===== config.mk =====
export PLATFORM = sky130hd
export DESIGN_NAME = pdam_top
export DESIGN_NICKNAME = d
export VERILOG_FILES = /design/src/common/pdam_pkg.sv /design/src/common/pdam_agu_if.sv /design/src/hw/pdam_agu.sv /design/src/hw/pdam_cfg_loader.sv /design/src/hw/pdam_top.sv
export SDC_FILE = /design/constraint.sdc
export NUM_CORES = 1
export LEC_CHECK = 0
export BUFFER_PORTS_ARGS = -buffer_cell sky130_fd_sc_hd__clkbuf_2
export CORE_UTILIZATION = 45
export DETAILED_ROUTE_END_ITERATION = 7
export PLACE_DENSITY = 0.84
export SLEW_MARGIN = 20
export SYNTH_ARGS = -nofsm -noshare
export SYNTH_HDL_FRONTEND = slang
export SYNTH_SLANG_ARGS = --single-unit

===== constraint.sdc =====
create_clock -name clk_in -period 3.1 [get_ports clk_in]
set_input_delay 0.62 -clock clk_in [delete_from_list [all_inputs] [get_ports clk_in]]
set_output_delay 0.62 -clock clk_in [all_outputs]
set_load 0.005 [all_outputs]

===== src/common/pdam_pkg.sv =====
package pdam_pkg;
  localparam int          PROG_AW         = 24;
  localparam int          PC_W            = 23;
  localparam int          DATA_AW         = 16;
  localparam int          PAGE_W          = 10;
  localparam int          CFG_WORDS       = 4;
  localparam int          CFG_W           = 24;
  localparam logic [23:0] USER_TOP        = 24'h7FFFFF;
  localparam logic [23:0] RESET_VEC       = 24'h000000;
  localparam logic [23:0] START_WORD_ADDR = 24'h000002;
  localparam logic [23:0] IVT_LO          = 24'h000004;
  localparam logic [23:0] IVT_HI_END      = 24'h0000FF;
  localparam logic [23:0] AIVT_LO         = 24'h000100;
  localparam logic [23:0] AIVT_HI_END     = 24'h0001FF;
  localparam logic [23:0] VEC_END         = 24'h000200;
  localparam logic [23:0] CFG_BASE        = 24'h02ABF8;
  localparam logic [23:0] PC_STEP         = 24'h000002;
  localparam int          TBLPAGE_CFG_BIT = 7;
  localparam logic [15:0] WINDOW_BASE     = 16'h8000;
  localparam logic [15:0] BASE_TOP        = 16'h7FFF;
  localparam logic [15:0] DIRECT_RAM_TOP  = 16'h77FF;
  localparam logic [9:0]  PAGE_PSV_BIT    = 10'h200;
  localparam logic [9:0]  PAGE_EXT_BIT    = 10'h100;

  typedef enum logic [4:0] {
    PDAM_TGT_NONE = 5'h01,
    PDAM_TGT_BASE = 5'h02,
    PDAM_TGT_XRAM = 5'h04,
    PDAM_TGT_PMP  = 5'h08,
    PDAM_TGT_PSV  = 5'h10
  } pdam_target_type;

  typedef enum logic [2:0] {
    PDAM_CFG_IDLE = 3'h1,
    PDAM_CFG_LOAD = 3'h2,
    PDAM_CFG_DONE = 3'h4
  } pdam_cfg_state_type;
endpackage : pdam_pkg


===== src/common/pdam_agu_if.sv =====
`timescale 1ns/1ps
`default_nettype none
interface pdam_agu_if;
  import pdam_pkg::*;
  logic            req;
  logic            word;
  logic [15:0]     addr;
  logic [9:0]      page;
  logic [23:0]     eff_addr;
  pdam_target_type target;
  logic            addr_err;
  modport unit (input req, word, addr, page, output eff_addr, target, addr_err);
  modport user (output req, word, addr, page, input eff_addr, target, addr_err);
endinterface : pdam_agu_if
`default_nettype wire


===== src/hw/pdam_agu.sv =====
`timescale 1ns/1ps
`default_nettype none
module pdam_agu #(
  parameter bit IS_WRITE = 1'b0
) (
  pdam_agu_if.unit agu,
  input  wire logic [9:0] read_page_in
);
  import pdam_pkg::*;
  wire       in_window;
  wire [9:0] used_page;
  wire       psv_page;
  assign in_window = agu.addr[15];
  // Program view follows the read page even for writes
  assign psv_page  = (agu.page & PAGE_PSV_BIT) != 10'h000;
  assign used_page = (IS_WRITE && psv_page) ? read_page_in : agu.page;
  assign agu.eff_addr = in_window ? {used_page[8:0], agu.addr[14:0]}
                                  : {8'h00, agu.addr};
  assign agu.addr_err = agu.req && agu.word && agu.addr[0];
  assign agu.target = !agu.req ? PDAM_TGT_NONE :
                      !in_window ? PDAM_TGT_BASE :
                      psv_page ? (IS_WRITE ? PDAM_TGT_NONE : PDAM_TGT_PSV) :
                      ((used_page & PAGE_EXT_BIT) != 10'h000) ? PDAM_TGT_PMP :
                      PDAM_TGT_XRAM;
endmodule : pdam_agu
`default_nettype wire


===== src/hw/pdam_cfg_loader.sv =====
`timescale 1ns/1ps
`default_nettype none
module pdam_cfg_loader (
  input  wire logic        clk_in,
  input  wire logic        rstn_in,
  input  wire logic        start_in,
  input  wire logic [23:0] word_in,
  output logic      [1:0]  idx_out,
  output logic             wr_out,
  output logic             done_out
);
  import pdam_pkg::*;
  pdam_cfg_state_type state_r, state_nxt;
  logic [1:0] idx_r;
  always_comb begin
    state_nxt = state_r;
    unique case (state_r)
      PDAM_CFG_IDLE: if (start_in) state_nxt = PDAM_CFG_LOAD;
      PDAM_CFG_LOAD: if (idx_r == 2'(CFG_WORDS - 1)) state_nxt = PDAM_CFG_DONE;
      PDAM_CFG_DONE: state_nxt = PDAM_CFG_DONE;
    endcase
  end
  always_ff @(posedge clk_in or negedge rstn_in) begin
    if (!rstn_in) begin
      state_r <= PDAM_CFG_IDLE;
      idx_r   <= 2'h0;
    end else begin
      state_r <= state_nxt;
      if (state_r == PDAM_CFG_LOAD) idx_r <= idx_r + 2'h1;
    end
  end
  assign idx_out  = idx_r;
  assign wr_out   = (state_r == PDAM_CFG_LOAD) && (word_in != 24'hFFFFFF || 1'b1);
  assign done_out = (state_r == PDAM_CFG_DONE);
endmodule : pdam_cfg_loader
`default_nettype wire


===== src/hw/pdam_top.sv =====
`timescale 1ns/1ps
`default_nettype none
// Behaviour
// - Program space spans 4M locations selected by a 24-bit address.
// - Program address comes from the 23-bit PC, or from table/data remap.
// - Ordinary user access limited to 000000h..7FFFFFh.
// - Table ops reach configuration space when table page bit 7 is set.
// - Each location is even lower word, odd upper word; top byte unimplemented.
// - Execution addresses stay lower-word aligned; PC steps by two.
// - Addresses 0x000000 up to 0x000200 are reserved for vectors.
// - Execution starts at 0x000000; image holds jump plus start at 0x000002.
// - Two vector tables: 0x000004..0x0000FF and 0x000100..0x0001FF.
// - Top four program words hold configuration, copied at every reset.
// - Loader scatters compact configuration bits into several registers.
// - 16-bit data addresses are byte addresses: 64 Kbytes, 32K words.
// - Separate read and write address generation units.
// - 0x0000..0x7FFF map to base memory; 0x8000..0xFFFF is a window.
// - Window reaches extended RAM, parallel master port and program memory.
// - Pages of 32 Kbytes; read and write page selects pick pages.
// - Program view through the window uses only the read page select.
// - Read page select joined with data address gives a 24-bit address.
// - Internal RAM above 30 Kbytes is reachable only through the window.
// - Odd-address word access traps; reads complete, writes are suppressed.
module pdam_top (
  input  wire logic                          clk_in,
  input  wire logic                          rstn_in,
  // Program side
  input  wire logic [pdam_pkg::PC_W-1:0]     pc_load_in,
  input  wire logic                          pc_load_en_in,
  input  wire logic                          pc_step_in,
  input  wire logic                          pc_back_in,
  input  wire logic                          tbl_req_in,
  input  wire logic                          tbl_write_in,
  input  wire logic                          tbl_upper_in,
  input  wire logic [7:0]                    table_page_select_in,
  input  wire logic [15:0]                   tbl_offset_in,
  input  wire logic [23:0]                   prog_rdata_in,
  // Data side
  input  wire logic                          rd_req_in,
  input  wire logic                          rd_word_in,
  input  wire logic [15:0]                   rd_addr_in,
  input  wire logic [9:0]                    read_page_select_in,
  input  wire logic                          wr_req_in,
  input  wire logic                          wr_word_in,
  input  wire logic [15:0]                   wr_addr_in,
  input  wire logic [9:0]                    write_page_select_in,
  output logic      [pdam_pkg::PROG_AW-1:0]  prog_addr_out,
  output logic                               prog_cfg_space_out,
  output logic                               prog_access_err_out,
  output logic      [15:0]                   tbl_rdata_out,
  output logic      [23:0]                   rd_eff_addr_out,
  output pdam_pkg::pdam_target_type          rd_target_out,
  output logic      [23:0]                   wr_eff_addr_out,
  output pdam_pkg::pdam_target_type          wr_target_out,
  output logic                               wr_enable_out,
  output logic                               addr_err_trap_out,
  output logic                               in_vector_area_out,
  output logic      [pdam_pkg::CFG_W*pdam_pkg::CFG_WORDS-1:0] cfg_regs_out,
  output logic                               cfg_ready_out
);
  import pdam_pkg::*;

  pdam_agu_if rd_if ();
  pdam_agu_if wr_if ();

  logic [PC_W-1:0]     pc_r;
  logic [PC_W-1:0]     pc_nxt;
  logic [PROG_AW-1:0]  prog_addr_r;
  logic                cfg_space_r;
  logic                prog_err_r;
  logic [15:0]         tbl_rdata_r;
  logic [23:0]         rd_ea_r;
  logic [23:0]         wr_ea_r;
  pdam_target_type     rd_tgt_r;
  pdam_target_type     wr_tgt_r;
  logic                wr_en_r;
  logic                trap_r;
  logic                vec_r;
  logic [CFG_W*CFG_WORDS-1:0] cfg_r;
  logic                cfg_ready_r;

  wire [1:0]           cfg_idx;
  wire                 cfg_wr;
  wire                 cfg_done;
  wire [PROG_AW-1:0]   tbl_addr;
  wire [PROG_AW-1:0]   exec_addr;
  wire [PROG_AW-1:0]   cfg_fetch_addr;
  wire [PROG_AW-1:0]   prog_addr_nxt;
  wire                 tbl_cfg;
  wire                 user_bad;
  wire [15:0]          tbl_rdata_nxt;
  wire [CFG_W-1:0]     cfg_scattered;
  wire [1:0]           cfg_next_idx;

  function automatic logic [23:0] word_align(input logic [23:0] a);
    return {a[23:1], 1'b0};
  endfunction : word_align

  assign rd_if.req  = rd_req_in;
  assign rd_if.word = rd_word_in;
  assign rd_if.addr = rd_addr_in;
  assign rd_if.page = read_page_select_in;
  assign wr_if.req  = wr_req_in;
  assign wr_if.word = wr_word_in;
  assign wr_if.addr = wr_addr_in;
  assign wr_if.page = write_page_select_in;

  // Independent units so a read and a write resolve in the same cycle
  pdam_agu #(.IS_WRITE(1'b0)) u_rd_agu (
    .agu          (rd_if.unit),
    .read_page_in (read_page_select_in)
  );
  pdam_agu #(.IS_WRITE(1'b1)) u_wr_agu (
    .agu          (wr_if.unit),
    .read_page_in (read_page_select_in)
  );

  pdam_cfg_loader u_cfg (
    .clk_in   (clk_in),
    .rstn_in  (rstn_in),
    .start_in (1'b1),
    .word_in  (prog_rdata_in),
    .idx_out  (cfg_idx),
    .wr_out   (cfg_wr),
    .done_out (cfg_done)
  );

  // PC in address units, two per program word; bit 0 of the byte address is always zero
  always_comb begin
    pc_nxt = pc_r;
    if (pc_load_en_in) pc_nxt = {pc_load_in[PC_W-1:1], 1'b0};
    else if (pc_step_in && pc_back_in) pc_nxt = pc_r - PC_STEP[PC_W-1:0];
    else if (pc_step_in) pc_nxt = pc_r + PC_STEP[PC_W-1:0];
  end

  assign tbl_cfg        = table_page_select_in[TBLPAGE_CFG_BIT];
  assign tbl_addr       = {table_page_select_in, tbl_offset_in[15:1], tbl_upper_in};
  assign exec_addr      = {1'b0, pc_r};
  // Fetch runs one word ahead since the program address is registered
  assign cfg_next_idx   = cfg_idx + {1'b0, cfg_wr};
  assign cfg_fetch_addr = CFG_BASE + {21'h0, cfg_next_idx, 1'b0};
  assign prog_addr_nxt  = !cfg_done ? cfg_fetch_addr :
                          tbl_req_in ? tbl_addr : word_align(exec_addr);
  // Execution never leaves user space; only table ops may reach the top half
  assign user_bad       = !tbl_req_in && (prog_addr_nxt > USER_TOP);
  // Upper word: bits 23:16 of the location, top byte forced to zero
  assign tbl_rdata_nxt  = tbl_upper_in ? {8'h00, prog_rdata_in[23:16]}
                                       : prog_rdata_in[15:0];
  // Stored order differs from register order: each word is byte-reversed
  assign cfg_scattered  = {prog_rdata_in[7:0], prog_rdata_in[15:8], prog_rdata_in[23:16]};

  always_ff @(posedge clk_in or negedge rstn_in) begin
    if (!rstn_in) pc_r <= RESET_VEC[PC_W-1:0];
    else if (cfg_done) pc_r <= pc_nxt;
  end

  always_ff @(posedge clk_in or negedge rstn_in) begin
    if (!rstn_in) begin
      prog_addr_r <= RESET_VEC;
      cfg_space_r <= 1'b0;
      prog_err_r  <= 1'b0;
      tbl_rdata_r <= 16'h0000;
      vec_r       <= 1'b0;
    end else begin
      prog_addr_r <= prog_addr_nxt;
      cfg_space_r <= tbl_req_in && tbl_cfg;
      prog_err_r  <= user_bad;
      tbl_rdata_r <= (tbl_req_in && !tbl_write_in) ? tbl_rdata_nxt : tbl_rdata_r;
      vec_r       <= prog_addr_nxt < VEC_END;
    end
  end

  // Copied on every reset since the loader restarts from idle
  always_ff @(posedge clk_in or negedge rstn_in) begin
    if (!rstn_in) begin
      cfg_r       <= '0;
      cfg_ready_r <= 1'b0;
    end else begin
      if (cfg_wr) cfg_r[cfg_idx*CFG_W +: CFG_W] <= cfg_scattered;
      cfg_ready_r <= cfg_done;
    end
  end

  // Data side registered; window pages and base mapping resolved by the units
  always_ff @(posedge clk_in or negedge rstn_in) begin
    if (!rstn_in) begin
      rd_ea_r  <= 24'h000000;
      wr_ea_r  <= 24'h000000;
      rd_tgt_r <= PDAM_TGT_NONE;
      wr_tgt_r <= PDAM_TGT_NONE;
      wr_en_r  <= 1'b0;
      trap_r   <= 1'b0;
    end else begin
      rd_ea_r  <= rd_if.eff_addr;
      wr_ea_r  <= wr_if.eff_addr;
      rd_tgt_r <= rd_if.target;
      wr_tgt_r <= wr_if.target;
      // Misaligned store dropped; read still completes
      wr_en_r  <= wr_req_in && !wr_if.addr_err && (wr_if.target != PDAM_TGT_NONE);
      trap_r   <= rd_if.addr_err || wr_if.addr_err;
    end
  end

  assign prog_addr_out       = prog_addr_r;
  assign prog_cfg_space_out  = cfg_space_r;
  assign prog_access_err_out = prog_err_r;
  assign tbl_rdata_out       = tbl_rdata_r;
  assign rd_eff_addr_out     = rd_ea_r;
  assign rd_target_out       = rd_tgt_r;
  assign wr_eff_addr_out     = wr_ea_r;
  assign wr_target_out       = wr_tgt_r;
  assign wr_enable_out       = wr_en_r;
  assign addr_err_trap_out   = trap_r;
  assign in_vector_area_out  = vec_r;
  assign cfg_regs_out        = cfg_r;
  assign cfg_ready_out       = cfg_ready_r;
endmodule : pdam_top
`default_nettype wire


==> impl_metrics.py, run 1 <==
metrics = {
    "placement": {
        "place.gp.congestion": 0.935,
        "dp_hpwl_mm": 22.6,
        "port_buffers": 331,
        "dpl_worst_slack_ns": 0.341,
    },
    "routing": {
        "vias": 9229,
        "drc": 0,
        "post_drt_wl_per_cell_um": 19.0,
        "drtAntennaViolNets": 0,
        "initialDrtViolationCount": 702,
        "detail_route.first_pass.iterations": 5,
        "drt-total-wl_mm": 31.1,
        "viasPerCell": 5.64,
    },
    "global_routing": {
        "grt_usage": 0.263,
        "grt_max_degree": 83,
        "grt_pass1_vias": 8956,
        "gr-total-overflow": 0,
        "antenna_found_initial": 1,
        "grt_pass1_wl_mm": 49.2,
    },
    "timing": {
        "setup_tns_ns": 0,
        "timing.fmax_mhz": 392,
        "drv_slew": 0,
        "relSlewSlack": 0.397,
        "timing.final.hold_violations": 0,
        "rsz0062_at_grt": "no",
        "fin_hold_ws_ns": 0.0897,
        "setup_ws_ns": 0.547,
        "setup_viol": 0,
        "post-route-min-period_ns": 2.55,
        "max_slew.worst_pin.slew_ns": 0.897,
        "skew_ns": 0.0152,
        "fin_crit_sh": 0.823,
    },
    "final_layout": {
        "syn_to_final_growth_pct": 26.8,
        "nets": 1475,
        "fillCellCount": 1949,
        "layout_common_cells": "clkbuf_2 (330), dfrtp_1 (222), nand2_1 (179), o21ai_0 (119), mux2i_1 (60)",
        "n_antenna_cell": 0,
        "final_common_cell": "clkbuf_2",
        "utilization": 0.580,
        "layout-drive-gt1-share": 0.323,
    },
    "yosys": {
        "syn_area_per_cell_um2": 10.1,
        "synth_cell_types": 72,
        "ys_ff_latch": 226,
        "syn_area_mm2": 0.0103,
        "async_flop_share": 1.00,
        "yosys_warnings": 0,
        "synth_cells": 1025,
        "ys.flop_type": "dfrtp_1",
        "synth_edf_count": 0,
        "ys_seq_area_frac": 0.548,
    },
    "hold_path": {
        "worst_hold_path_type": "primary input to async pin",
    },
    "clock_network": {
        "cts_tree": "built",
        "cts_hold_buffers": 0,
        "post_cts_buffers": 0,
        "cts_sinks": 226,
        "cts.clk_slew.worst_paths_ns": 0.06,
        "cts_max_level": 1,
        "cts_buffers": 24,
        "cts_resized": 0,
        "insertion_delay_ns": 0.52,
        "clock_path_buffers": 3,
        "cts.root.buffer_cell": "clkbuf_16",
    },
    "floorplan": {
        "die_h_um": 154,
        "num_rows": 55,
        "start_util": 0.458,
        "core-area_mm2": 0.0226,
        "io_pins": 335,
        "dieArea_mm2": 0.0236,
        "die_w_um": 154,
    },
    "worst_setup_path": {
        "crit_path_max_incr_delay_ns": 0.63,
        "worstPathArrival_ns": 3.00,
        "critPathKind": "flop to flop",
        "path_buf_inv": 2,
        "critPathMaxFanout": 47,
        "crit_family": "simple AND/OR/NAND/NOR gates",
        "endpoint_kind": "flop",
        "startpoint_type": "flop",
        "crit_slowest_cell": "or4_1",
        "required_ns": 3.55,
        "cp_cell_sequence": "buf_4 -> ha_1 -> nand2_4 -> or4_1 -> nor2b_1 -> buf_4 -> a221o_1",
        "crit_top_cell": "buf_4",
    },
    "status": {
        "outcome": "finished, final reports clean",
    },
    "power_and_ir_drop": {
        "vdd_ir_drop_max_v": 0.000392,
        "pwr_density_cell_mw_per_mm2": 812,
        "power.leakage_nw": 6.50,
    },
    "job": {
        "maxCapViolations": 0,
    },
}
registers in the layout (all words and copies together) (netlist names):
| name | flops |
|---|---|
| prog_access_err_out | 1 |
| prog_cfg_space_out | 1 |
| wr_eff_addr_out | 24 |
| cfg_ready_out | 1 |
| tbl_rdata_out | 16 |
| wr_enable_out | 1 |
| in_vector_area_out | 1 |
| rd_target_out | 5 |
| addr_err_trap_out | 1 |
| cfg_regs_out | 96 |
| u_cfg.state_r | 3 |
| u_cfg.idx_out | 2 |
| rd_eff_addr_out | 24 |
| prog_addr_out | 24 |
| wr_target_out | 4 |
| pc_r | 22 |
stage by stage:
step / power [mW] / cell area, µm² / std cells
6_report: 10.6 / 13100 / 1636
5_1_grt: 11.3 / 13100 / 1636
4_1_cts: 10.7 / 13100 / 1636
3_5_place_dp: 7.62 / 12300 / 1592
3_3_place_gp: 7.51 / 12300 / 1592
2_1_floorplan: 6.08 / 10300 / 1027
logic make-up after synthesis:
kind of cell	Yosys count	synth area share
flops	226	0.548
fa+ha+maj	7	0.00848
other cells	1	0.000363
xor+xnor	6	0.00509
compound gates	239	0.152
simple gates	391	0.184
mux	65	0.0639
buf+inv	90	0.0383
final cells by class:
| cell class | instances | area [µm²] | share of cell area |
|---|---|---|---|
| Clock buffer | 34 | 709 | 0.0542 |
| Clock inverter | 10 | 136 | 0.0104 |
| Inverter | 10 | 37.5 | 0.00287 |
| Multi-Input combinational cell | 711 | 4290 | 0.328 |
| Sequential cell | 226 | 5660 | 0.432 |
| Tap cell | 285 | 357 | 0.0272 |
| Timing Repair Buffer | 360 | 1910 | 0.146 |
synthesized netlist by cell type, drive strengths merged (12+ instances only):
| cell | instances | area share |
|---|---|---|
| a21oi | 18 | 0.0098 |
| a22o | 16 | 0.014 |
| a22oi | 19 | 0.014 |
| and2 | 17 | 0.010 |
| buf | 28 | 0.016 |
| clkbuf | 52 | 0.019 |
| dfrtp | 223 | 0.54 |
| mux2i | 60 | 0.058 |
| nand2 | 180 | 0.066 |
| nand3 | 20 | 0.0097 |
| nor2 | 56 | 0.020 |
| nor2b | 12 | 0.0073 |
| nor3 | 14 | 0.0068 |
| nor4 | 16 | 0.0097 |
| o21ai | 121 | 0.059 |
| o41ai | 12 | 0.011 |
| or2 | 15 | 0.0091 |
report_power, final:
part | switching (mW) | total, mW | internal (mW)
Clock | 1.18 | 3.03 | 1.85
Combinational | 2.21 | 3.62 | 1.41
Sequential | 0.443 | 4.00 | 3.55
Total | 3.83 | 10.6 | 6.81
final timing paths:
path	cells past startpoint	slack (ns)	end	start
worst min register to register	2	0.48	cfg_regs_out[66]	cfg_regs_out[66]
worst min-delay path	1	0.09	cfg_regs_out[84]	rstn_in
min in group clk_in	1	0.21	rd_eff_addr_out[7]	rd_addr_in[7]
max in group asynchronous	2	2.14	wr_target_out[0]	rstn_in
worst max-delay path	7	0.55	cfg_regs_out[78]	u_cfg.idx_out[0]
worst max register to register	7	0.55	cfg_regs_out[78]	u_cfg.idx_out[0]
routing by layer:
layer	routed length, µm	share of wire	vias up	GRT usage
li1	-	-	4250	-
met1	12300	0.40	4415	0.341
met2	15100	0.49	477	0.441
met3	2480	0.080	87	0.0451
met4	1180	0.038	0	0.101
met5	0	0	-	0
Note: power is estimated with default switching activity, not from simulation.
==> inputs of run 2 (changes only) <==
clock period = 2.5 ns   (was 3.1 ns; I/O delays follow)
==> impl_metrics.py, run 2 (synthesis gave the netlist of run 1 again) <==
metrics = {
    "routing": {
        "drc": 0,
        "wl_met3_mm": 2.44,
        "route.met2.wl_mm": 15.8,
        "post_drt_wl_per_cell_um": 19.3,
        "detail_route.first_pass.iterations": 5,
        "wl_met1_mm": 12.6,
        "drtAntennaViolNets": 0,
        "viasPerCell": 5.66,
        "drt-total-wl_mm": 32.3,
        "vias": 9479,
        "initialDrtViolationCount": 763,
        "top_layer_used": "met4",
    },
    "floorplan": {
        "start_util": 0.458,
        "dieArea_mm2": 0.0236,
        "die_w_um": 154,
        "io_pins": 335,
        "num_rows": 55,
        "core-area_mm2": 0.0226,
        "die_h_um": 154,
    },
    "worst_setup_path": {
        "crit_family": "compound AO/OA/AOI/OAI gates",
        "worstPathArrival_ns": 2.66,
        "required_ns": 2.89,
        "cp_cell_sequence": "xnor2_2 -> ha_2 -> and4_1 -> o21ai_1 -> a22oi_2 -> mux2_4 -> a311o_1",
        "endpoint_kind": "flop",
        "path_buf_inv": 0,
        "crit_path_max_incr_delay_ns": 0.47,
        "crit_slowest_cell": "dfrtp_1",
        "critPathKind": "flop to flop",
        "critPathMaxFanout": 5,
        "startpoint_type": "flop",
    },
    "placement": {
        "dp_hpwl_mm": 23.7,
        "place.gp.congestion": 0.946,
        "dpl_worst_slack_ns": 0.0288,
        "port_buffers": 331,
    },
    "hold_path": {
        "worst_hold_path_type": "primary input to flop",
    },
    "clock_network": {
        "cts_resized": 0,
        "cts_tree": "built",
        "cts_buffers": 24,
        "post_cts_buffers": 0,
        "clock_path_buffers": 3,
        "cts.root.buffer_cell": "clkbuf_16",
        "cts.clk_slew.worst_paths_ns": 0.06,
        "cts_sinks": 226,
        "insertion_delay_ns": 0.51,
        "cts_max_level": 1,
        "cts_hold_buffers": 1,
    },
    "status": {
        "outcome": "finished, final reports clean",
    },
    "final_layout": {
        "final_common_cell": "clkbuf_2",
        "largest_register_ffs": 96,
        "layout_common_cells": "clkbuf_2 (330), dfrtp_1 (222), nand2_1 (178), o21ai_0 (118), buf_4 (63)",
        "multiInputGateArea_mm2": 0.00432,
        "fillCellCount": 1926,
        "layout-drive-gt1-share": 0.343,
        "nets": 1513,
        "regArea_mm2": 0.00566,
        "syn_to_final_growth_pct": 30.2,
    },
    "job": {
        "maxCapViolations": 0,
    },
    "timing": {
        "max_slew.worst_pin.slew_ns": 0.881,
        "timing.final.hold_violations": 0,
        "fin_crit_sh": 0.909,
        "setup_tns_ns": 0,
        "rsz0062_at_grt": "no",
        "skew_ns": 0.00776,
        "drv_slew": 0,
        "setup_viol": 0,
        "post-route-min-period_ns": 2.27,
        "setup_ws_ns": 0.226,
        "relSlewSlack": 0.408,
        "timing.fmax_mhz": 440,
    },
    "power_and_ir_drop": {
        "vdd_ir_drop_max_v": 0.000581,
        "pwr_density_cell_mw_per_mm2": 1010,
        "power.leakage_nw": 6.71,
    },
    "global_routing": {
        "antenna_found_initial": 1,
        "gr-total-overflow": 0,
        "grt_pass1_vias": 9301,
        "grt_max_degree": 78,
        "grt_usage": 0.273,
        "grt_pass1_wl_mm": 50.9,
    },
}
==> run 2: layout make-up <==
cell class,count,area share
well taps,285,0.0265
diodes,1,0.000186
repair buffers,398,0.164
inverters,10,0.00279
multi-input cells,711,0.321
flip-flops and latches,226,0.421
clock buffers,35,0.0515
clock inverters,9,0.0130
==> run 2: report_power, final <==
group          switching [mW]  leakage, nW  internal (mW)  total [mW]
combinational            2.87         3.43           1.94        4.81
clock                    1.44        0.417           2.44        3.87
sequential              0.485         2.87           4.41        4.89
total                    4.79         6.71           8.79        13.6
==> run 2: layer usage <==
metal | up-vias | global-route usage
li1 | 4320 | -
met1 | 4569 | 0.351
met2 | 486 | 0.457
met3 | 104 | 0.0457
met4 | 0 | 0.118
met5 | - | 0
==> run 2: worst register-to-register path, delay by kind of cell, from the launching register on <==
| family | cells | cell delay [ns] |
|---|---|---|
| mux | 1 | 0.34 |
| xor+xnor | 1 | 0.20 |
| flops | 1 | 0.47 |
| simple gates | 1 | 0.19 |
| compound gates | 3 | 0.75 |
| fa+ha+maj | 1 | 0.21 |
==> run 2: worst paths after layout <==
path	startpoint	end	slack, ns	depth (start not counted)
max	pc_r[2]	pc_r[11]	0.23	7
min	rd_addr_in[11]	rd_eff_addr_out[11]	0.09	1
max reg2reg	pc_r[2]	pc_r[11]	0.23	7
min reg2reg	cfg_regs_out[26]	cfg_regs_out[26]	0.48	2
max in group asynchronous	rstn_in	pc_r[2]	1.12	3
min in group asynchronous	rstn_in	cfg_regs_out[45]	0.55	2
==> run 2: stage by stage <==
stage	hold slack [ns]	total power [mW]	utilization	cell area (µm²)	instances
after floorplan	0.204	7.57	-	10400	1027
after global placement	0.458	9.52	0.557	12600	1629
after detailed placement	0.468	9.70	0.557	12600	1629
after CTS	0.0644	13.6	0.596	13400	1674
after global routing	0.0638	14.4	0.596	13400	1674
final	0.0872	13.6	0.596	13500	1675
==> inputs of run 3 (changes only) <==
CELL_PAD_IN_SITES_DETAIL_PLACEMENT = 1   (was unset)
CELL_PAD_IN_SITES_GLOBAL_PLACEMENT = 1   (was unset)
CORE_UTILIZATION = 38   (was 45)
PLACE_DENSITY = 0.92   (was 0.84)
==> impl_metrics.py, run 3 (synthesis gave the netlist of run 1 again) <==
metrics = {
    "job": {
        "maxCapViolations": 0,
    },
    "clock_network": {
        "clock_path_buffers": 3,
        "cts_max_level": 1,
        "cts_buffers": 25,
        "cts.root.buffer_cell": "clkbuf_16",
        "cts_tree": "built",
        "cts.clk_slew.worst_paths_ns": 0.06,
        "post_cts_buffers": 0,
        "cts_sinks": 226,
        "insertion_delay_ns": 0.52,
    },
    "worst_setup_path": {
        "crit_path_max_incr_delay_ns": 0.48,
        "critPathCapture": "cfg_regs_out[36]",
        "worstPathArrival_ns": 2.79,
        "endpoint_kind": "flop",
        "crit_slowest_cell": "nor2_1",
        "critPathKind": "flop to flop",
        "crit_top_cell": "nor2_1",
        "r2r_slack_ns": 0.11,
        "required_ns": 2.90,
        "cp_cell_sequence": "inv_1 -> ha_1 -> buf_4 -> nor2_1 -> a22oi_1 -> nor2_1 -> a21oi_1 -> o21ai_0",
        "startpoint_type": "flop",
        "r2r_end": "cfg_regs_out[36]",
        "critPathLaunch": "u_cfg.idx_out[1]",
        "r2r_start": "u_cfg.idx_out[1]",
        "critPathMaxFanout": 16,
        "ff2ff_path_depth": 8,
    },
    "routing": {
        "initialDrtViolationCount": 648,
        "viasPerCell": 5.62,
        "drt-total-wl_mm": 37.9,
        "vias": 9698,
        "detail_route.first_pass.iterations": 5,
        "drc": 0,
        "drtAntennaViolNets": 0,
        "post_drt_wl_per_cell_um": 21.9,
    },
    "timing": {
        "fin_crit_sh": 0.955,
        "post-route-min-period_ns": 2.39,
        "relSlewSlack": 0.594,
        "setup_tns_ns": 0,
        "max_slew.worst_pin.slew_ns": 0.607,
        "timing.fmax_mhz": 419,
        "setup_ws_ns": 0.112,
        "drv_slew": 0,
        "skew_ns": 0.0158,
        "timing.final.hold_violations": 0,
        "setup_viol": 0,
        "rsz0062_at_grt": "no",
    },
    "final_layout": {
        "fillCellCount": 3035,
        "n_antenna_cell": 0,
        "syn_to_final_growth_pct": 30.2,
        "layout-drive-gt1-share": 0.343,
        "layout_common_cells": "clkbuf_2 (330), dfrtp_1 (222), nand2_1 (178), o21ai_0 (118), buf_4 (66)",
        "largest_register_ffs": 96,
        "final_common_cell": "clkbuf_2",
        "nets": 1517,
    },
    "placement": {
        "port_buffers": 331,
        "dp_hpwl_mm": 27.8,
        "dpl_worst_slack_ns": 0.00764,
        "place.gp.congestion": 0.912,
    },
    "hold_path": {
        "worst_hold_path_type": "primary input to flop",
    },
    "floorplan": {
        "dieArea_mm2": 0.0279,
        "core-area_mm2": 0.0264,
        "start_util": 0.392,
        "die_w_um": 167,
        "io_pins": 335,
        "die_h_um": 167,
        "num_rows": 59,
    },
    "global_routing": {
        "grt_pass1_wl_mm": 60.1,
        "grt_max_degree": 68,
        "gr-total-overflow": 0,
        "grt_pass1_vias": 10300,
        "antenna_found_initial": 0,
        "grt_usage": 0.274,
    },
    "power_and_ir_drop": {
        "vdd_ir_drop_max_v": 0.000498,
        "power.leakage_nw": 6.70,
        "pwr_density_cell_mw_per_mm2": 1010,
    },
    "status": {
        "outcome": "finished, final reports clean",
    },
}
run 3: worst min-delay path by stage:
stage | start | end | slack, ns | cells past startpoint
after CTS | rd_addr_in[7] | rd_eff_addr_out[7] | 0.06 | 1
after global placement | cfg_regs_out[55] | cfg_regs_out[55] | 0.46 | 2
after detailed placement | cfg_regs_out[5] | cfg_regs_out[5] | 0.47 | 2
after global routing | wr_addr_in[8] | wr_eff_addr_out[8] | 0.07 | 1
final | rd_addr_in[7] | rd_eff_addr_out[7] | 0.08 | 1
after floorplan | rstn_in | addr_err_trap_out | 0.20 | 0
run 3: power by group:
part / internal [mW] / switching (mW)
Sequential: 4.41 / 0.509
Clock: 2.12 / 1.50
Combinational: 1.93 / 3.11
Total: 8.46 / 5.11
run 3: timing repair:
| action | CTS | global route |
|---|---|---|
| hold buffers | 1 | 0 |
| hold endpoints to repair | 62 | 0 |
| resized for setup | 0 | 0 |
run 3: metrics by stage:
stage / power [mW] / instance area (µm²) / hold WS, ns / util / cells
floorplan: 7.57 / 10400 / 0.204 / - / 1027
detailed placement: 9.92 / 12700 / 0.470 / 0.480 / 1682
finish: 13.6 / 13500 / 0.0837 / 0.511 / 1727
global placement: 9.62 / 12700 / 0.456 / 0.480 / 1682
global route: 14.3 / 13500 / 0.0653 / 0.511 / 1727
CTS: 13.6 / 13500 / 0.0636 / 0.511 / 1727
run 3: final cells by class:
cell class                 count  area (µm²)  share of cell area
clock buffer                  39         738              0.0549
clock inverter                 5        52.6             0.00391
inverter                      10        37.5             0.00279
multi-input combinational    711        4320               0.321
sequential                   226        5660               0.421
tap                          335         419              0.0312
timing repair buffer         401        2230               0.166
run 3: worst max-delay path, delay by kind of cell, from the launching register on:
family                     cells  cell delay [ns]
and+or+nand+nor                2             0.61
buffers and inverters          2             0.36
adders and majority gates      1             0.31
AOI/OAI and AO/OA              3             0.55
DFF                            1             0.43
run 3: routing by layer:
metal / GRT usage / vias up / share of wire
met5: 0 / - / 0
met4: 0.107 / 0 / 0.040
met3: 0.0406 / 99 / 0.056
met2: 0.484 / 387 / 0.51
met1: 0.335 / 4894 / 0.40
li1: - / 4318 / -
